$ cat config.mk
export PLATFORM = sky130hd
export DESIGN_NAME = ext_exec_tail
export DESIGN_NICKNAME = d
export VERILOG_FILES = /design/src/hw/ext_exec_pkg.sv /design/src/hw/ext_alu.sv /design/src/hw/ext_exec_tail.sv
export VERILOG_INCLUDE_DIRS = /design/src /design/src/hw
export SDC_FILE = /design/constraint.sdc
export NUM_CORES = 1
export LEC_CHECK = 0
export ABC_CLOCK_PERIOD_IN_PS = 3400
export BUFFER_PORTS_ARGS = -buffer_cell sky130_fd_sc_hd__clkbuf_2
export CAP_MARGIN = 20
export CORE_MARGIN = 2
export CORE_UTILIZATION = 50
export CTS_BUF_LIST = sky130_fd_sc_hd__clkbuf_16
export DETAILED_ROUTE_END_ITERATION = 12
export PLACE_DENSITY = 0.81
export SKIP_LAST_GASP = 1
export SLEW_MARGIN = 0
export SYNTH_ARGS = -nofsm -noshare
export SYNTH_HDL_FRONTEND = slang
export SYNTH_SLANG_ARGS = --single-unit
$ cat constraint.sdc
create_clock -name clk_i -period 3.4 [get_ports clk_i]
set_clock_uncertainty 0.2 [all_clocks]
set_input_delay 0.17 -clock clk_i [delete_from_list [all_inputs] [get_ports clk_i]]
set_output_delay 0.17 -clock clk_i [all_outputs]
set_load 0.005 [all_outputs]
$ cat src/hw/ext_exec_regs.svh
// Constants for the extended-instruction execution tail.
// Assumes inclusion by bare name from the package.
`ifndef EXT_EXEC_REGS_SVH
`define EXT_EXEC_REGS_SVH
`define EXEC_ACC_RESET 8'h00
`define EXEC_PTR_LO_RESET 8'h00
`define EXEC_PTR_HI_RESET 8'h00
`define EXEC_TAB_HI_RESET 8'h00
`define EXEC_FLAGS_RESET 6'h00
`define EXEC_LAST_PAGE_HI 8'hFF
`define EXEC_SKIP_CYCLES 2'h2
`define FLAG_C 0
`define FLAG_HALF 1
`define FLAG_Z 2
`define FLAG_RANGE 3
`define FLAG_SCMP 4
`define FLAG_CHAIN 5
`endif

$ cat src/hw/ext_exec_pkg.sv
// Types for the extended-instruction execution tail.
// Assumes the constants header is on the include path.
package ext_exec_pkg;
`include "ext_exec_regs.svh"
   typedef enum logic [10:0] {
      OP_SUBM = 11'h001, OP_SWAP = 11'h002, OP_SWAPA = 11'h004, OP_SZ = 11'h008,
      OP_SZA = 11'h010, OP_SZBIT = 11'h020, OP_TABRD = 11'h040, OP_TABRDL = 11'h080,
      OP_ITABRD = 11'h100, OP_ITABRDL = 11'h200, OP_XOR = 11'h400
   } op_type;
   typedef struct packed {
      logic valid;
      op_type op;
      logic xorm;
      logic [2:0] bit_sel;
      logic [7:0] mem;
   } instr_type;
   typedef struct packed {
      logic valid;
      logic [7:0] data;
   } mem_wr_type;
endpackage

$ cat src/hw/ext_alu.sv
// Arithmetic and logic unit of the execution tail.
// Assumes operands are stable in the issue cycle; purely combinational.
`timescale 1ns/1ps
`default_nettype none
module ext_alu (
   input wire logic [7:0] acc_i,
   input wire logic [7:0] mem_i,
   input wire logic [5:0] flags_i,
   input wire logic do_xor_i,
   output logic [7:0] result_o,
   output logic [5:0] flags_o
);
   import ext_exec_pkg::*;
   logic [8:0] diff;
   logic [4:0] low_diff;
   logic rng_exc;
   logic [7:0] xres;
   // Subtract through a borrow bit; carry is inverted borrow
   assign diff = {1'b0, acc_i} - {1'b0, mem_i};
   assign low_diff = {1'b0, acc_i[3:0]} - {1'b0, mem_i[3:0]};
   assign rng_exc = (acc_i[7] ^ mem_i[7]) & (acc_i[7] ^ diff[7]);
   assign xres = acc_i ^ mem_i;
   assign result_o = do_xor_i ? xres : diff[7:0];
   // Compose flags; xor only touches zero
   always_comb begin
      flags_o = flags_i;
      if (do_xor_i) begin
         flags_o[`FLAG_Z] = (xres == 8'h00); // [RULE13] [RULE14]
      end else begin
         flags_o[`FLAG_C] = ~diff[8]; // [RULE2]
         flags_o[`FLAG_HALF] = ~low_diff[4];
         flags_o[`FLAG_Z] = (diff[7:0] == 8'h00);
         flags_o[`FLAG_RANGE] = rng_exc;
         flags_o[`FLAG_SCMP] = rng_exc ^ diff[7];
         flags_o[`FLAG_CHAIN] = (diff[7:0] == 8'h00) & flags_i[`FLAG_CHAIN];
      end
   end
endmodule // ext_alu
`default_nettype wire

$ cat src/hw/ext_exec_tail.sv
// Execution tail for the last group of extended instructions.
// Assumes decode presents one instruction per cycle with the operand already read.
// Function
// [RULE1] Subtract-to-memory writes accumulator minus data byte back to data byte.
// [RULE2] Subtract clears carry on negative, sets otherwise; updates other arithmetic flags.
// [RULE3] In-place nibble exchange swaps byte halves, writes back, flags unchanged.
// [RULE4] Nibble exchange to accumulator; data byte and flags unchanged.
// [RULE5] Byte zero test rewrites the byte and skips when zero; no flags.
// [RULE6] A taken skip inserts one dummy cycle; two cycles total.
// [RULE7] Copy-and-test loads accumulator and skips when value is zero.
// [RULE8] Bit zero test skips when the selected bit is zero.
// [RULE9] Paged table read uses both pointer bytes; low to memory, high to latch.
// [RULE10] Last-page table read uses the last page and the low pointer byte.
// [RULE11] Pre-increment paged read bumps the low pointer first, then reads.
// [RULE12] Pre-increment last-page read bumps the low pointer first, then reads.
// [RULE13] XOR-to-accumulator stores result in accumulator, zero flag only.
// [RULE14] XOR-to-memory stores result in data byte, zero flag only.
// [RULE15] Low pointer increment wraps at 256 with no carry into high byte.
`timescale 1ns/1ps
`default_nettype none
module ext_exec_tail (
   input wire logic clk_i,
   input wire logic rst_n_i,
   input wire ext_exec_pkg::instr_type instr_i,
   output logic busy_o,
   output var ext_exec_pkg::mem_wr_type mem_wr_o,
   output logic [7:0] acc_o,
   output logic [5:0] flags_o,
   output logic skip_o,
   output logic [7:0] tptr_lo_o,
   output logic [7:0] tptr_hi_o,
   output logic [7:0] tab_hi_o,
   input wire logic tptr_lo_wr_i,
   input wire logic tptr_hi_wr_i,
   input wire logic [7:0] ptr_data_i,
   output logic prog_req_o,
   output logic [15:0] prog_addr_o,
   input wire logic [15:0] prog_data_i
);
   import ext_exec_pkg::*;

   typedef enum logic [2:0] {
      ST_IDLE = 3'h1,
      ST_TABLE = 3'h2,
      ST_DUMMY = 3'h4
   } state_type;

   state_type state_q, state_d;
   logic [7:0] acc_q, acc_d;
   logic [5:0] flags_q, flags_d;
   logic [7:0] tptr_lo_q, tptr_lo_d;
   logic [7:0] tptr_hi_q, tptr_hi_d;
   logic [7:0] tab_hi_q, tab_hi_d;
   mem_wr_type wr_q, wr_d;
   logic skip_q, skip_d;
   logic page_last_q, page_last_d;
   logic [7:0] alu_res;
   logic [5:0] alu_flags;

   ////////////////////////////////////////////////////////////////////////////
   // Table-read decode; the pre-increment and page tests feed more than one place
   function automatic logic op_is_preinc(input op_type op);
      return (op == OP_ITABRD) || (op == OP_ITABRDL);
   endfunction

   function automatic logic op_is_last(input op_type op);
      return (op == OP_TABRDL) || (op == OP_ITABRDL);
   endfunction

   function automatic logic op_is_table(input op_type op);
      return op_is_preinc(op) || op_is_last(op) || (op == OP_TABRD);
   endfunction

   ////////////////////////////////////////////////////////////////////////////
   // Decode helpers
   wire logic go = instr_i.valid && (state_q == ST_IDLE);
   wire logic [7:0] m = instr_i.mem;
   wire logic [7:0] m_swapped = {m[3:0], m[7:4]};
   wire logic bit_is_zero = ~m[instr_i.bit_sel];
   wire logic is_table = op_is_table(instr_i.op);
   wire logic is_preinc = op_is_preinc(instr_i.op);
   wire logic is_last = op_is_last(instr_i.op);
   wire logic do_xor = (instr_i.op == OP_XOR);
   wire logic [7:0] tptr_lo_next = tptr_lo_q + 8'h01; // [RULE15]

   ext_alu u_alu (
      .acc_i(acc_q),
      .mem_i(m),
      .flags_i(flags_q),
      .do_xor_i(do_xor),
      .result_o(alu_res),
      .flags_o(alu_flags)
   );

   ////////////////////////////////////////////////////////////////////////////
   // Next-state logic; table reads take a second cycle for program memory
   always_comb begin
      state_d = state_q;
      acc_d = acc_q;
      flags_d = flags_q;
      tptr_lo_d = tptr_lo_wr_i ? ptr_data_i : tptr_lo_q;
      tptr_hi_d = tptr_hi_wr_i ? ptr_data_i : tptr_hi_q;
      tab_hi_d = tab_hi_q;
      wr_d = '0;
      skip_d = 1'b0;
      page_last_d = page_last_q;
      unique case (state_q)
         ST_IDLE: begin
            if (go) begin
               unique case (instr_i.op)
                  OP_SUBM: begin
                     wr_d = '{valid: 1'b1, data: alu_res}; // [RULE1]
                     flags_d = alu_flags; // [RULE2]
                  end
                  OP_SWAP: wr_d = '{valid: 1'b1, data: m_swapped}; // [RULE3]
                  OP_SWAPA: acc_d = m_swapped; // [RULE4]
                  OP_SZ: begin
                     wr_d = '{valid: 1'b1, data: m}; // [RULE5]
                     skip_d = (m == 8'h00);
                  end
                  OP_SZA: begin
                     acc_d = m; // [RULE7]
                     skip_d = (m == 8'h00);
                  end
                  OP_SZBIT: skip_d = bit_is_zero; // [RULE8]
                  OP_XOR: begin
                     flags_d = alu_flags;
                     if (instr_i.xorm) begin
                        wr_d = '{valid: 1'b1, data: alu_res}; // [RULE14]
                     end else begin
                        acc_d = alu_res; // [RULE13]
                     end
                  end
                  default: begin
                     // Table reads: pre-increment forms bump pointer now, address next cycle
                     if (is_table) begin
                        if (is_preinc) begin
                           tptr_lo_d = tptr_lo_next; // [RULE11] [RULE12]
                        end
                        page_last_d = is_last;
                        state_d = ST_TABLE;
                     end
                  end
               endcase
               if (skip_d) begin
                  state_d = ST_DUMMY; // [RULE6]
               end
            end
         end
         ST_TABLE: begin
            wr_d = '{valid: 1'b1, data: prog_data_i[7:0]}; // [RULE9] [RULE10]
            tab_hi_d = prog_data_i[15:8];
            state_d = ST_IDLE;
         end
         ST_DUMMY: begin
            skip_d = 1'b1; // Hold skip for the dummy fetch cycle
            state_d = ST_IDLE;
         end
         default: state_d = ST_IDLE;
      endcase
   end

   ////////////////////////////////////////////////////////////////////////////
   // Sequencer state, skip strobe and page choice
   always_ff @(posedge clk_i or negedge rst_n_i) begin
      if (!rst_n_i) begin
         state_q <= ST_IDLE;
         skip_q <= 1'b0;
         page_last_q <= 1'b0;
      end else begin
         state_q <= state_d;
         skip_q <= skip_d;
         page_last_q <= page_last_d;
      end
   end

   // Accumulator and flags
   always_ff @(posedge clk_i or negedge rst_n_i) begin
      if (!rst_n_i) begin
         acc_q <= `EXEC_ACC_RESET;
         flags_q <= `EXEC_FLAGS_RESET;
      end else begin
         acc_q <= acc_d;
         flags_q <= flags_d;
      end
   end

   // Table pointer bytes; a pre-increment outranks a write to the low byte
   always_ff @(posedge clk_i or negedge rst_n_i) begin
      if (!rst_n_i) begin
         tptr_lo_q <= `EXEC_PTR_LO_RESET;
         tptr_hi_q <= `EXEC_PTR_HI_RESET;
      end else begin
         tptr_lo_q <= tptr_lo_d;
         tptr_hi_q <= tptr_hi_d;
      end
   end

   // Table-high latch and the one-cycle data write
   always_ff @(posedge clk_i or negedge rst_n_i) begin
      if (!rst_n_i) begin
         tab_hi_q <= `EXEC_TAB_HI_RESET;
         wr_q <= '0;
      end else begin
         tab_hi_q <= tab_hi_d;
         wr_q <= wr_d;
      end
   end

   ////////////////////////////////////////////////////////////////////////////
   // Outputs; program address uses the already-incremented pointer
   assign prog_req_o = (state_q == ST_TABLE);
   assign prog_addr_o = page_last_q ? {`EXEC_LAST_PAGE_HI, tptr_lo_q} : {tptr_hi_q, tptr_lo_q}; // [RULE10] [RULE9]
   assign busy_o = (state_q != ST_IDLE); // Stalls decode during table and dummy cycles
   assign mem_wr_o = wr_q;
   assign acc_o = acc_q;
   assign flags_o = flags_q;
   assign skip_o = skip_q;
   assign tptr_lo_o = tptr_lo_q;
   assign tptr_hi_o = tptr_hi_q;
   assign tab_hi_o = tab_hi_q;
endmodule // ext_exec_tail
`default_nettype wire

==> implementation parameters, run 1 <==
Parameter                              Value

Outcome
  Run status ... finished clean

Setup path
  Critical path buffers and inverters ... 0
  Critical Path End Type ... flip-flop
  FF-to-FF Start ... acc_o[1]$_DFFE_PN0P_
  Library cell contributing the largest single delay on the critical path ... fa_1
  Largest stage delay, worst path ... 480 ps
  CP arrival ... 3030 ps
  Number of cells on the critical path ... 12
  Destination of the worst register-to-register timing path ... flags_o[5]$_DFFE_PN0P_
  Number of cells on the worst reg-to-reg path ... 12
  Max FO, Critical Path ... 4
  Sequence of cells on the critical path ... ha_4 > nand2b_1 > a21oi_1 > a211oi_1 > nor2_1 > o21ai_0 > nand2b_1 > fa_1 > nor4b_2 > and3_1 > o211ai_1 > a21boi_0
  Slack of the worst reg-to-reg path ... 370 ps
  Startpoint kind of the worst setup timing path ... flip-flop
  CP Data Required Time ... 3410 ps
  Cell family with the largest share of critical-path delay ... simple AND/OR/NAND/NOR gates
  Most Frequent Cell on Critical Path ... nand2b_1
  Worst Setup Path Type ... reg -> reg

Detailed routing
  DRC violation total after the first TritonRoute iteration ... 303
  Detailed-route wire length per cell ... 18.4 um
  # DRC ... 0
  Drt first pass iters ... 6
  Via Count ... 3,338
  Final routed wirelength across all metal layers ... 10.2 mm
  ANT nets after route ... 0
  Vias per inst ... 5.99

Timing
  Fmax ... 330 MHz
  Fin Setup TNS ... 0 ps
  Max-slew headroom ... 50.6%
  Part of the cycle the worst path needs ... 89.0%
  Min Clock Period, post-route ... 3030 ps
  Unrepaired setup endpoints after global routing ... false
  Number of pins with negative max-slew slack in the final report ... 0
  Final number of setup-violating endpoints ... 0
  Hold Violations, Final ... 0
  Slew at the pin closest to its max-slew limit ... 738 ps

Yosys
  Adder-cell share of the synthesized area ... 4.99%
  Synth Net Count ... 406
  Area share of the largest cell type after synthesis ... 38.5%
  Number of synthesized register bits ... 52
  XOR/XNOR share of the synthesized area ... 2.65%
  Leading register cell type out of synthesis ... dfrtp_1
  Fraction of the mapped netlist area in simple logic gates ... 19.0%
  Syn avg cell area ... 9.68 sq um
  Post-synth ARST share ... 100%
  Main area contributors after synthesis ... dfrtp_1 39%, mux2_2 7.5%, nor2_1 4.4%
  Largest family of logic cells by synthesized area ... compound AO/OA/AOI/OAI gates
  Post-synth top area cell ... dfrtp_1
  Most instantiated library cell after synthesis ... dfrtp_1
  Count of unique library cells instantiated by Yosys ... 58
  Mapped Cells ... 342
  Total standard cell area after synthesis ... 3310 sq um
  Yosys warning total ... 0
  Fraction of synthesized area in multiplexers ... 9.15%
  Complex-gate fraction of the synthesized area ... 19.4%
  Post-synthesis sequential area ratio ... 39.3%
  Ranking of synthesized cells by instance count ... 51 x dfrtp_1, 39 x nor2_1, 22 x mux2_2
  Number of synthesized flops with an enable pin ... 0

Global route
  Maximum number of pins on one net before global-route repair ... 39
  Number of antenna violations at the first check in global routing ... 0
  Global route total overflow ... 0
  Global-route wire length before repair ... 16.6 mm
  Number of global-route vias before repair ... 3,318
  GR Util All Layers ... 29.0%

Cells and area
  Final Net Count ... 543
  Number of antenna cells inserted ... 0
  Layout cells sized above 1 ... 38.5%
  Relative area change from synthesis to final layout ... 32.7%
  Share of the core filled with cells ... 68.8%

Clocking
  Clock tree from TritonCTS ... done
  Clock latency on the worst-skew pair ... 290 ps
  Cell chosen for the clock root ... clkbuf_16
  Post-CTS Repair Setup Buffers ... 0
  Maximum level of the CTS H-tree ... 2
  Total CTS buffers ... 5
  Buffer depth of the longest clock path ... 2
  Clock transition at the register clock pins on the worst setup and hold paths after CTS ... 70 ps
  Number of clock sinks seen by CTS ... 52

Hold path
  Worst hold path startpoint ... instr_i[5]
  Number of cells on the worst hold path ... 3
  Hold crit path type ... in -> reg
  Hold path endpoint ... acc_o[1]$_DFFE_PN0P_

Floorplan
  Number of rows in the core area ... 29
  Total core area ... 6390 sq um
  Number of I/O pins ... 118
  Die boundary width ... 85.4 um
  Initial standard-cell utilization of the core ... 51.8%
  Die height ... 85.4 um
  Die Footprint ... 7290 sq um

Job
  Max-cap check violation count ... 0

Place
  Count of buffers from port buffering ... 117
  Detailed Place HPWL ... 7.41 mm
  Final weighted congestion in routability-driven placement ... 0.913

Pwr
  Leakage ... 0.00211 uW
  IR Drop Worst-Case VDD ... 0.000253 V
  Power Dens Cells ... 347 nW/um^2
per-stage QoR:
step / instance area [sq um] / std cells / setup WS [ps] / total power [uW] / hold WS, ps
after detailed placement: 3960 / 524 / 277 / 939 / -74.7
after global placement: 3960 / 524 / 376 / 933 / -73.3
after global routing: 4390 / 557 / 100 / 1590 / 129
after floorplan: 3310 / 342 / 289 / 814 / -326
final: 4390 / 557 / 373 / 1520 / 107
after CTS: 4380 / 557 / 286 / 1540 / 100
tightest hold or removal path, stage by stage:
cell and delay, ps:
clkbuf_2 160, a221oi_1 90, a21oi_1 130
area by class of cell:
| cell class | count | area [sq um] |
|---|---|---|
| fillers | 521 | 1990 |
| flip-flops and latches | 52 | 1300 |
| well taps | 77 | 96.3 |
| inverters | 14 | 52.6 |
| clock inverters | 3 | 42.5 |
| multi-input cells | 252 | 1850 |
| clock buffers | 5 | 125 |
| repair buffers | 154 | 926 |
per-layer routing:
metal / global-route usage [%] / up-vias / share of wire [%]
met5: 0 / - / 0
met4: 7.36 / 0 / 1.6
met3: 7.10 / 17 / 9.1
met2: 46.5 / 198 / 47
met1: 39.6 / 1585 / 42
li1: - / 1538 / -
sequential cells by signal, indices dropped and copies added (netlist names):
name / flops
tptr_lo_o: 8
skip_o: 1
acc_o: 8
flags_o: 6
state_q: 3
mem_wr_o: 9
page_last_q: 1
tptr_hi_o: 8
tab_hi_o: 8
how the worst max path moves through the flow:
stage	startpoint	end	slack (ps)
floorplan	acc_o[2]$_DFFE_PN0P_	flags_o[5]$_DFFE_PN0P_	290
global placement	instr_i[1]	flags_o[5]$_DFFE_PN0P_	380
detailed placement	instr_i[1]	flags_o[5]$_DFFE_PN0P_	280
CTS	acc_o[1]$_DFFE_PN0P_	flags_o[5]$_DFFE_PN0P_	290
global route	acc_o[1]$_DFFE_PN0P_	flags_o[5]$_DFFE_PN0P_	100
finish	acc_o[1]$_DFFE_PN0P_	flags_o[5]$_DFFE_PN0P_	370
cell usage in the layout, fill, tap and decap left out, types with 10 or more instances in the layout:
| cell type | netlist | layout |
|---|---|---|
| clkbuf_2 | 0 | 117 |
| dfrtp_1 | 51 | 51 |
| nor2_1 | 39 | 39 |
| dlygate4sd3_1 | 0 | 25 |
| mux2_2 | 22 | 22 |
| a21oi_1 | 20 | 20 |
| o21ai_0 | 20 | 20 |
| inv_1 | 14 | 14 |
| nand2_1 | 14 | 14 |
| buf_4 | 9 | 12 |
| nand3_1 | 10 | 10 |
| a221oi_1 | 10 | 10 |
cells by family (layout without fill, tap and decap cells):
logic type      after synthesis  in the layout
fa+ha+maj                    12             12
simple gates                117            117
xor+xnor                     10             10
flops                        52             52
buf+inv                      38            176
mux                          25             25
compound gates               88             88
power breakdown:
group	internal [uW]	switching (uW)
Sequential	641	24.4
Combinational	142	150
Clock	346	221
Total	1130	396
timing repair:
item                       in CTS  in global routing
gates resized for setup         0                  2
hold endpoints to repair       43                  0
hold buffers                   25                  0
setup endpoints to repair       0                  2
No activity file was read; power rests on OpenSTA's default activity.
==> inputs of run 2 (changes only) <==
- CORE_UTILIZATION: 50 -> 27
- PLACE_DENSITY: 0.81 -> not set
==> run 2 against run 1 <==
Against the previous run: die area rose by 81%; critical path depth unchanged; sequential cell count is the same; clock power up 0.9%; sequential power about the same; sequential share of layout area is 0.47 points lower; combinational power shrank 2%.
==> implementation parameters, run 2 (same netlist as run 1, synthesis figures left out) <==
Parameter                              Value

Clocking
  Clock tree from TritonCTS ... done
  Maximum level of the CTS H-tree ... 2
  Number of clock sinks seen by CTS ... 52
  Cell chosen for the clock root ... clkbuf_16
  Clock latency on the worst-skew pair ... 290 ps
  Buffer depth of the longest clock path ... 2
  Total CTS buffers ... 5
  Post-CTS Repair Setup Buffers ... 0
  Clock transition at the register clock pins on the worst setup and hold paths after CTS ... 70 ps

Timing
  Number of pins with negative max-slew slack in the final report ... 0
  Fin Setup TNS ... 0 ps
  Hold Violations, Final ... 0
  Worst hold margin ... 106 ps
  Part of the cycle the worst path needs ... 92.6%
  Slew at the pin closest to its max-slew limit ... 868 ps
  Min Clock Period, post-route ... 3150 ps
  Final number of setup-violating endpoints ... 0
  Fmax ... 318 MHz
  Unrepaired setup endpoints after global routing ... false
  Max-slew headroom ... 42.0%

Floorplan
  Die boundary width ... 115 um
  Number of rows in the core area ... 40
  Die height ... 115 um
  Die Footprint ... 13,200 sq um
  Initial standard-cell utilization of the core ... 27.6%
  Total core area ... 12,000 sq um
  Number of I/O pins ... 118

Setup path
  Sequence of cells on the critical path ... ha_1 > nand2b_1 > a21oi_1 > a211oi_1 > nor2_1 > o21ai_0 > nand2b_1 > fa_1 > nor4b_2 > and3_1 > o211ai_1 > a21boi_0
  Library cell contributing the largest single delay on the critical path ... fa_1
  Startpoint kind of the worst setup timing path ... flip-flop
  CP Data Required Time ... 3410 ps
  Most Frequent Cell on Critical Path ... nand2b_1
  CP arrival ... 3150 ps
  Critical path buffers and inverters ... 0
  Cell family with the largest share of critical-path delay ... adder cells
  Max FO, Critical Path ... 4
  Largest stage delay, worst path ... 520 ps
  Critical Path End Type ... flip-flop
  Worst Setup Path Type ... reg -> reg

Place
  Count of buffers from port buffering ... 117
  Final weighted congestion in routability-driven placement ... 0.864
  Detailed Place HPWL ... 7.88 mm

Cells and area
  Layout cells sized above 1 ... 38.4%
  Relative area change from synthesis to final layout ... 34.8%
  Filler cell count ... 1,235
  Commonest cells after routing, fill and taps aside ... 117 x clkbuf_2, 51 x dfrtp_1, 39 x nor2_1
  Flip-flop count of the largest register, all copies and words added ... 9
  Most common library cell in the layout ignoring fill and taps ... clkbuf_2
  Number of antenna cells inserted ... 0
  Final Net Count ... 542

Global route
  Met2 track demand over resource ... 24.1%
  Busiest grt layer ... met2
  Number of global-route vias before repair ... 3,074
  Global-route wire length before repair ... 15.9 mm
  Met3 track demand over resource ... 3.06%
  Grt met1 use ... 21.1%
  Maximum number of pins on one net before global-route repair ... 34
  Number of antenna violations at the first check in global routing ... 0
  GR Util All Layers ... 15.3%
  Global route total overflow ... 0

Hold path
  Hold crit path type ... in -> reg

Detailed routing
  Detailed-route wire length per cell ... 16.2 um
  # DRC ... 0
  Final routed wirelength across all metal layers ... 10.1 mm
  ANT nets after route ... 0
  Vias per inst ... 5.03
  Drt first pass iters ... 5
  DRC violation total after the first TritonRoute iteration ... 198
  Via Count ... 3,151

Outcome
  Run status ... finished clean

Job
  Max-cap check violation count ... 0

Pwr
  IR Drop Worst-Case VDD ... 0.000143 V
  Power Dens Cells ... 342 nW/um^2
  Leakage ... 0.00211 uW
## run 2: final cells by class
| type | instances | area [sq um] | share of cell area (%) |
|---|---|---|---|
| Tap cell | 147 | 184 | 4.12 |
| Timing Repair Buffer | 153 | 918 | 20.6 |
| Multi-Input combinational cell | 252 | 1840 | 41.2 |
| Clock buffer | 5 | 125 | 2.80 |
| Sequential cell | 52 | 1300 | 29.2 |
| Inverter | 14 | 52.6 | 1.18 |
| Clock inverter | 3 | 42.5 | 0.953 |
## run 2: power breakdown
| group | switching, uW | internal (uW) | leakage, uW |
|---|---|---|---|
| Combinational | 147 | 141 | 0.00134 |
| Sequential | 25.1 | 641 | 0.000683 |
| Clock | 226 | 346 | 0.0000814 |
| Total | 398 | 1130 | 0.00211 |
## run 2: path summary, 6_finish.rpt
check,slack (ps),start,to,cells after the start
worst max-delay path,250,acc_o[1]$_DFFE_PN0P_,flags_o[5]$_DFFE_PN0P_,12
worst min-delay path,110,tptr_hi_wr_i,tptr_hi_o[6]$_DFFE_PN0P_,2
worst max register to register,250,acc_o[1]$_DFFE_PN0P_,flags_o[5]$_DFFE_PN0P_,12
worst min register to register,280,flags_o[0]$_DFFE_PN0P_,flags_o[0]$_DFFE_PN0P_,2
max in group asynchronous,1900,rst_n_i,flags_o[0]$_DFFE_PN0P_,3
min in group asynchronous,320,rst_n_i,tptr_hi_o[3]$_DFFE_PN0P_,2
## run 2: timing repair
action,in CTS,in global routing
gates resized for setup,0,2
endpoints found under the hold margin,62,0
setup endpoints to repair,0,2
hold buffers,25,0
## run 2: stage by stage
| stage | power [uW] | cell area (sq um) | utilization [%] | std cells | setup WS [ps] |
|---|---|---|---|---|---|
| after CTS | 1550 | 4460 | 37.1 | 626 | 181 |
| final | 1530 | 4460 | 37.2 | 626 | 253 |
| after global placement | 938 | 4040 | 33.6 | 593 | 312 |
| after detailed placement | 941 | 4040 | 33.6 | 593 | 156 |
| after floorplan | 814 | 3310 | - | 342 | 289 |
| after global routing | 1600 | 4460 | 37.2 | 626 | 30.6 |
## run 2: metal layers
| metal | vias up | part of all wire, % |
|---|---|---|
| met4 | 0 | 2.0 |
| met1 | 1506 | 46 |
| met5 | - | 0 |
| met3 | 14 | 5.7 |
| met2 | 93 | 46 |
| li1 | 1538 | - |
==> inputs of run 3 (changes only) <==
- CELL_PAD_IN_SITES_DETAIL_PLACEMENT: not set -> 1
- CELL_PAD_IN_SITES_GLOBAL_PLACEMENT: not set -> 1
- CORE_UTILIZATION: 27 -> 28
- PLACE_DENSITY_LB_ADDON: not set -> 0.1
==> run 3 against run 2 <==
Against the previous run: fmax down 0.29%; clock power up 8.7%; combinational power up 1%; power up 3.3%; global-route usage up 2.7 points; register-to-register slack about the same; critical path depth unchanged; cell count unchanged; sequential share of layout area down 0.15 points; worst hold slack worse by 12 ps; first-iteration DRC count down 5.1%; via count up 3.2%; highest routed layer unchanged.
==> implementation parameters, run 3 (same netlist as run 1, synthesis figures left out) <==
Parameter                              Value

Pwr
  Total power ... 1580 uW
  Combinational group share of total power ... 18.5%
  Sequential fraction of design power ... 42.1%
  Internal power summed over all cells ... 1140 uW
  Sw Ratio ... 27.9%
  Share of power burned in the clock network ... 39.4%
  Leakage ... 0.00213 uW
  Power Dens Cells ... 351 nW/um^2
  IR Drop Worst-Case VDD ... 0.000189 V
  NetSw ... 439 uW

Hold path
  Hold path endpoint ... state_q[1]$_DFFE_PN0P_
  Hold crit path type ... in -> reg
  Number of cells on the worst hold path ... 4
  Worst hold path startpoint ... instr_i[18]

Cells and area
  Flip-flop count of the largest register, all copies and words added ... 9
  Relative area change from synthesis to final layout ... 35.6%
  Number of antenna cells inserted ... 0
  Filler cell count ... 1,357
  Final Cell Area ... 4490 sq um
  Final Net Count ... 546
  Commonest cells after routing, fill and taps aside ... 117 x clkbuf_2, 51 x dfrtp_1, 39 x nor2_1
  Layout cells sized above 1 ... 38.7%
  Most common library cell in the layout ignoring fill and taps ... clkbuf_2

Setup path
  Library cell contributing the largest single delay on the critical path ... fa_1
  Sequence of cells on the critical path ... ha_1 > nand2b_1 > a21oi_1 > a211oi_1 > nor2_1 > o21ai_0 > nand2b_1 > fa_1 > nor4b_1 > and3_1 > o211ai_1 > a21boi_0
  Worst Setup Path Type ... reg -> reg
  Critical Path End Type ... flip-flop
  Most Frequent Cell on Critical Path ... nand2b_1
  Launch point of the worst path ... acc_o[1]$_DFFE_PN0P_
  Destination of the worst register-to-register timing path ... flags_o[5]$_DFFE_PN0P_
  CP Data Required Time ... 3420 ps
  FF-to-FF Start ... acc_o[1]$_DFFE_PN0P_
  Cell family with the largest share of critical-path delay ... simple AND/OR/NAND/NOR gates
  Startpoint kind of the worst setup timing path ... flip-flop
  Largest stage delay, worst path ... 460 ps
  CP arrival ... 3170 ps
  Number of cells on the worst reg-to-reg path ... 12
  Critical path buffers and inverters ... 0
  Slack of the worst reg-to-reg path ... 240 ps
  Max FO, Critical Path ... 4

Clocking
  Cell chosen for the clock root ... clkbuf_16
  Clock tree from TritonCTS ... done
  PostCTS Resize Cnt ... 0
  Post-CTS Repair Setup Buffers ... 0
  Clock latency on the worst-skew pair ... 300 ps
  Number of clock sinks seen by CTS ... 52
  Buffer depth of the longest clock path ... 2
  Maximum level of the CTS H-tree ... 2
  Total CTS buffers ... 5
  Clock transition at the register clock pins on the worst setup and hold paths after CTS ... 80 ps

Detailed routing
  # DRC ... 0
  Detailed-route wire length per cell ... 18.1 um
  Final routed wirelength across all metal layers ... 11.3 mm
  DRC violation total after the first TritonRoute iteration ... 188
  ANT nets after route ... 0
  Via Count ... 3,252
  Vias per inst ... 5.19
  Drt first pass iters ... 4

Timing
  Final number of setup-violating endpoints ... 0
  Number of pins with negative max-slew slack in the final report ... 0
  Min Clock Period, post-route ... 3160 ps
  Fin Setup TNS ... 0 ps
  Unrepaired setup endpoints after global routing ... false
  Part of the cycle the worst path needs ... 92.8%
  Hold Violations, Final ... 0
  Slew at the pin closest to its max-slew limit ... 766 ps
  Max-slew headroom ... 48.9%
  Crit path setup slack, layout ... 244 ps
  Fmax ... 317 MHz

Global route
  Number of global-route vias before repair ... 3,323
  Global route total overflow ... 0
  Global-route wire length before repair ... 18.2 mm
  GR Util All Layers ... 18.0%
  Number of antenna violations at the first check in global routing ... 0
  Maximum number of pins on one net before global-route repair ... 31

Outcome
  Run status ... finished clean

Floorplan
  Die Footprint ... 12,700 sq um
  Die boundary width ... 113 um
  Total core area ... 11,500 sq um
  Die height ... 113 um
  Number of I/O pins ... 118
  Number of rows in the core area ... 39
  Initial standard-cell utilization of the core ... 28.9%

Place
  Placed instance area ... 4060 sq um
  Count of buffers from port buffering ... 117
  Final weighted congestion in routability-driven placement ... 0.872
  Worst Setup Slack post-DPL ... 288 ps
  Detailed Place HPWL ... 8.70 mm

Job
  Max-cap check violation count ... 0
[run 3: stage by stage]
| step | hold slack [ps] | std cells | util (%) |
|---|---|---|---|
| after detailed placement | 95.0 | 593 | 35.4 |
| after global placement | 83.3 | 593 | 35.4 |
| after global routing | 125 | 626 | 39.1 |
| final | 94.4 | 626 | 39.1 |
| after floorplan | -326 | 342 | - |
| after CTS | 93.6 | 626 | 39.1 |
[run 3: worst max path at each step]
stage                              to  slack (ps)  cells past startpoint
2_1_floorplan  flags_o[5]$_DFFE_PN0P_         290                     13
3_3_place_gp   flags_o[5]$_DFFE_PN0P_         390                     12
3_5_place_dp   flags_o[5]$_DFFE_PN0P_         290                     12
4_1_cts        flags_o[5]$_DFFE_PN0P_         280                     12
5_1_grt        flags_o[5]$_DFFE_PN0P_           3                     12
6_report       flags_o[5]$_DFFE_PN0P_         240                     12
[run 3: area by class of cell]
| type | instances | area [sq um] | share of cell area, % |
|---|---|---|---|
| Clock inverter | 3 | 50.0 | 1.12 |
| Timing Repair Buffer | 157 | 948 | 21.1 |
| Sequential cell | 52 | 1300 | 29.0 |
| Tap cell | 143 | 179 | 3.99 |
| Inverter | 14 | 52.6 | 1.17 |
| Multi-Input combinational cell | 252 | 1830 | 40.8 |
| Clock buffer | 5 | 125 | 2.79 |
[run 3: worst min-delay path: stages]
cell      delay [ps]
clkbuf_2         140
xor2_1            80
nand2_1           60
a211oi_1         100
[run 3: layer usage]
layer	wire, um	up-vias	share of wire [%]	global-route usage, %
met5	0	-	0	0
met4	164	0	1.5	5.20
met3	537	12	4.8	2.30
met2	5370	102	48	30.1
met1	5230	1584	46	24.5
li1	-	1554	-	-
[run 3: power by group through the flow]
stage | clock network [uW] | registers [uW] | logic, uW
after global placement | 0 | 675 | 266
after global routing | 661 | 669 | 322
after detailed placement | 0 | 677 | 269
final | 622 | 664 | 291
after floorplan | 0 | 674 | 140
after CTS | 641 | 665 | 294
[run 3: timing repair]
action                     CTS  global route
hold buffers                25             0
setup endpoints to repair    0             0
hold endpoints to repair    60             0
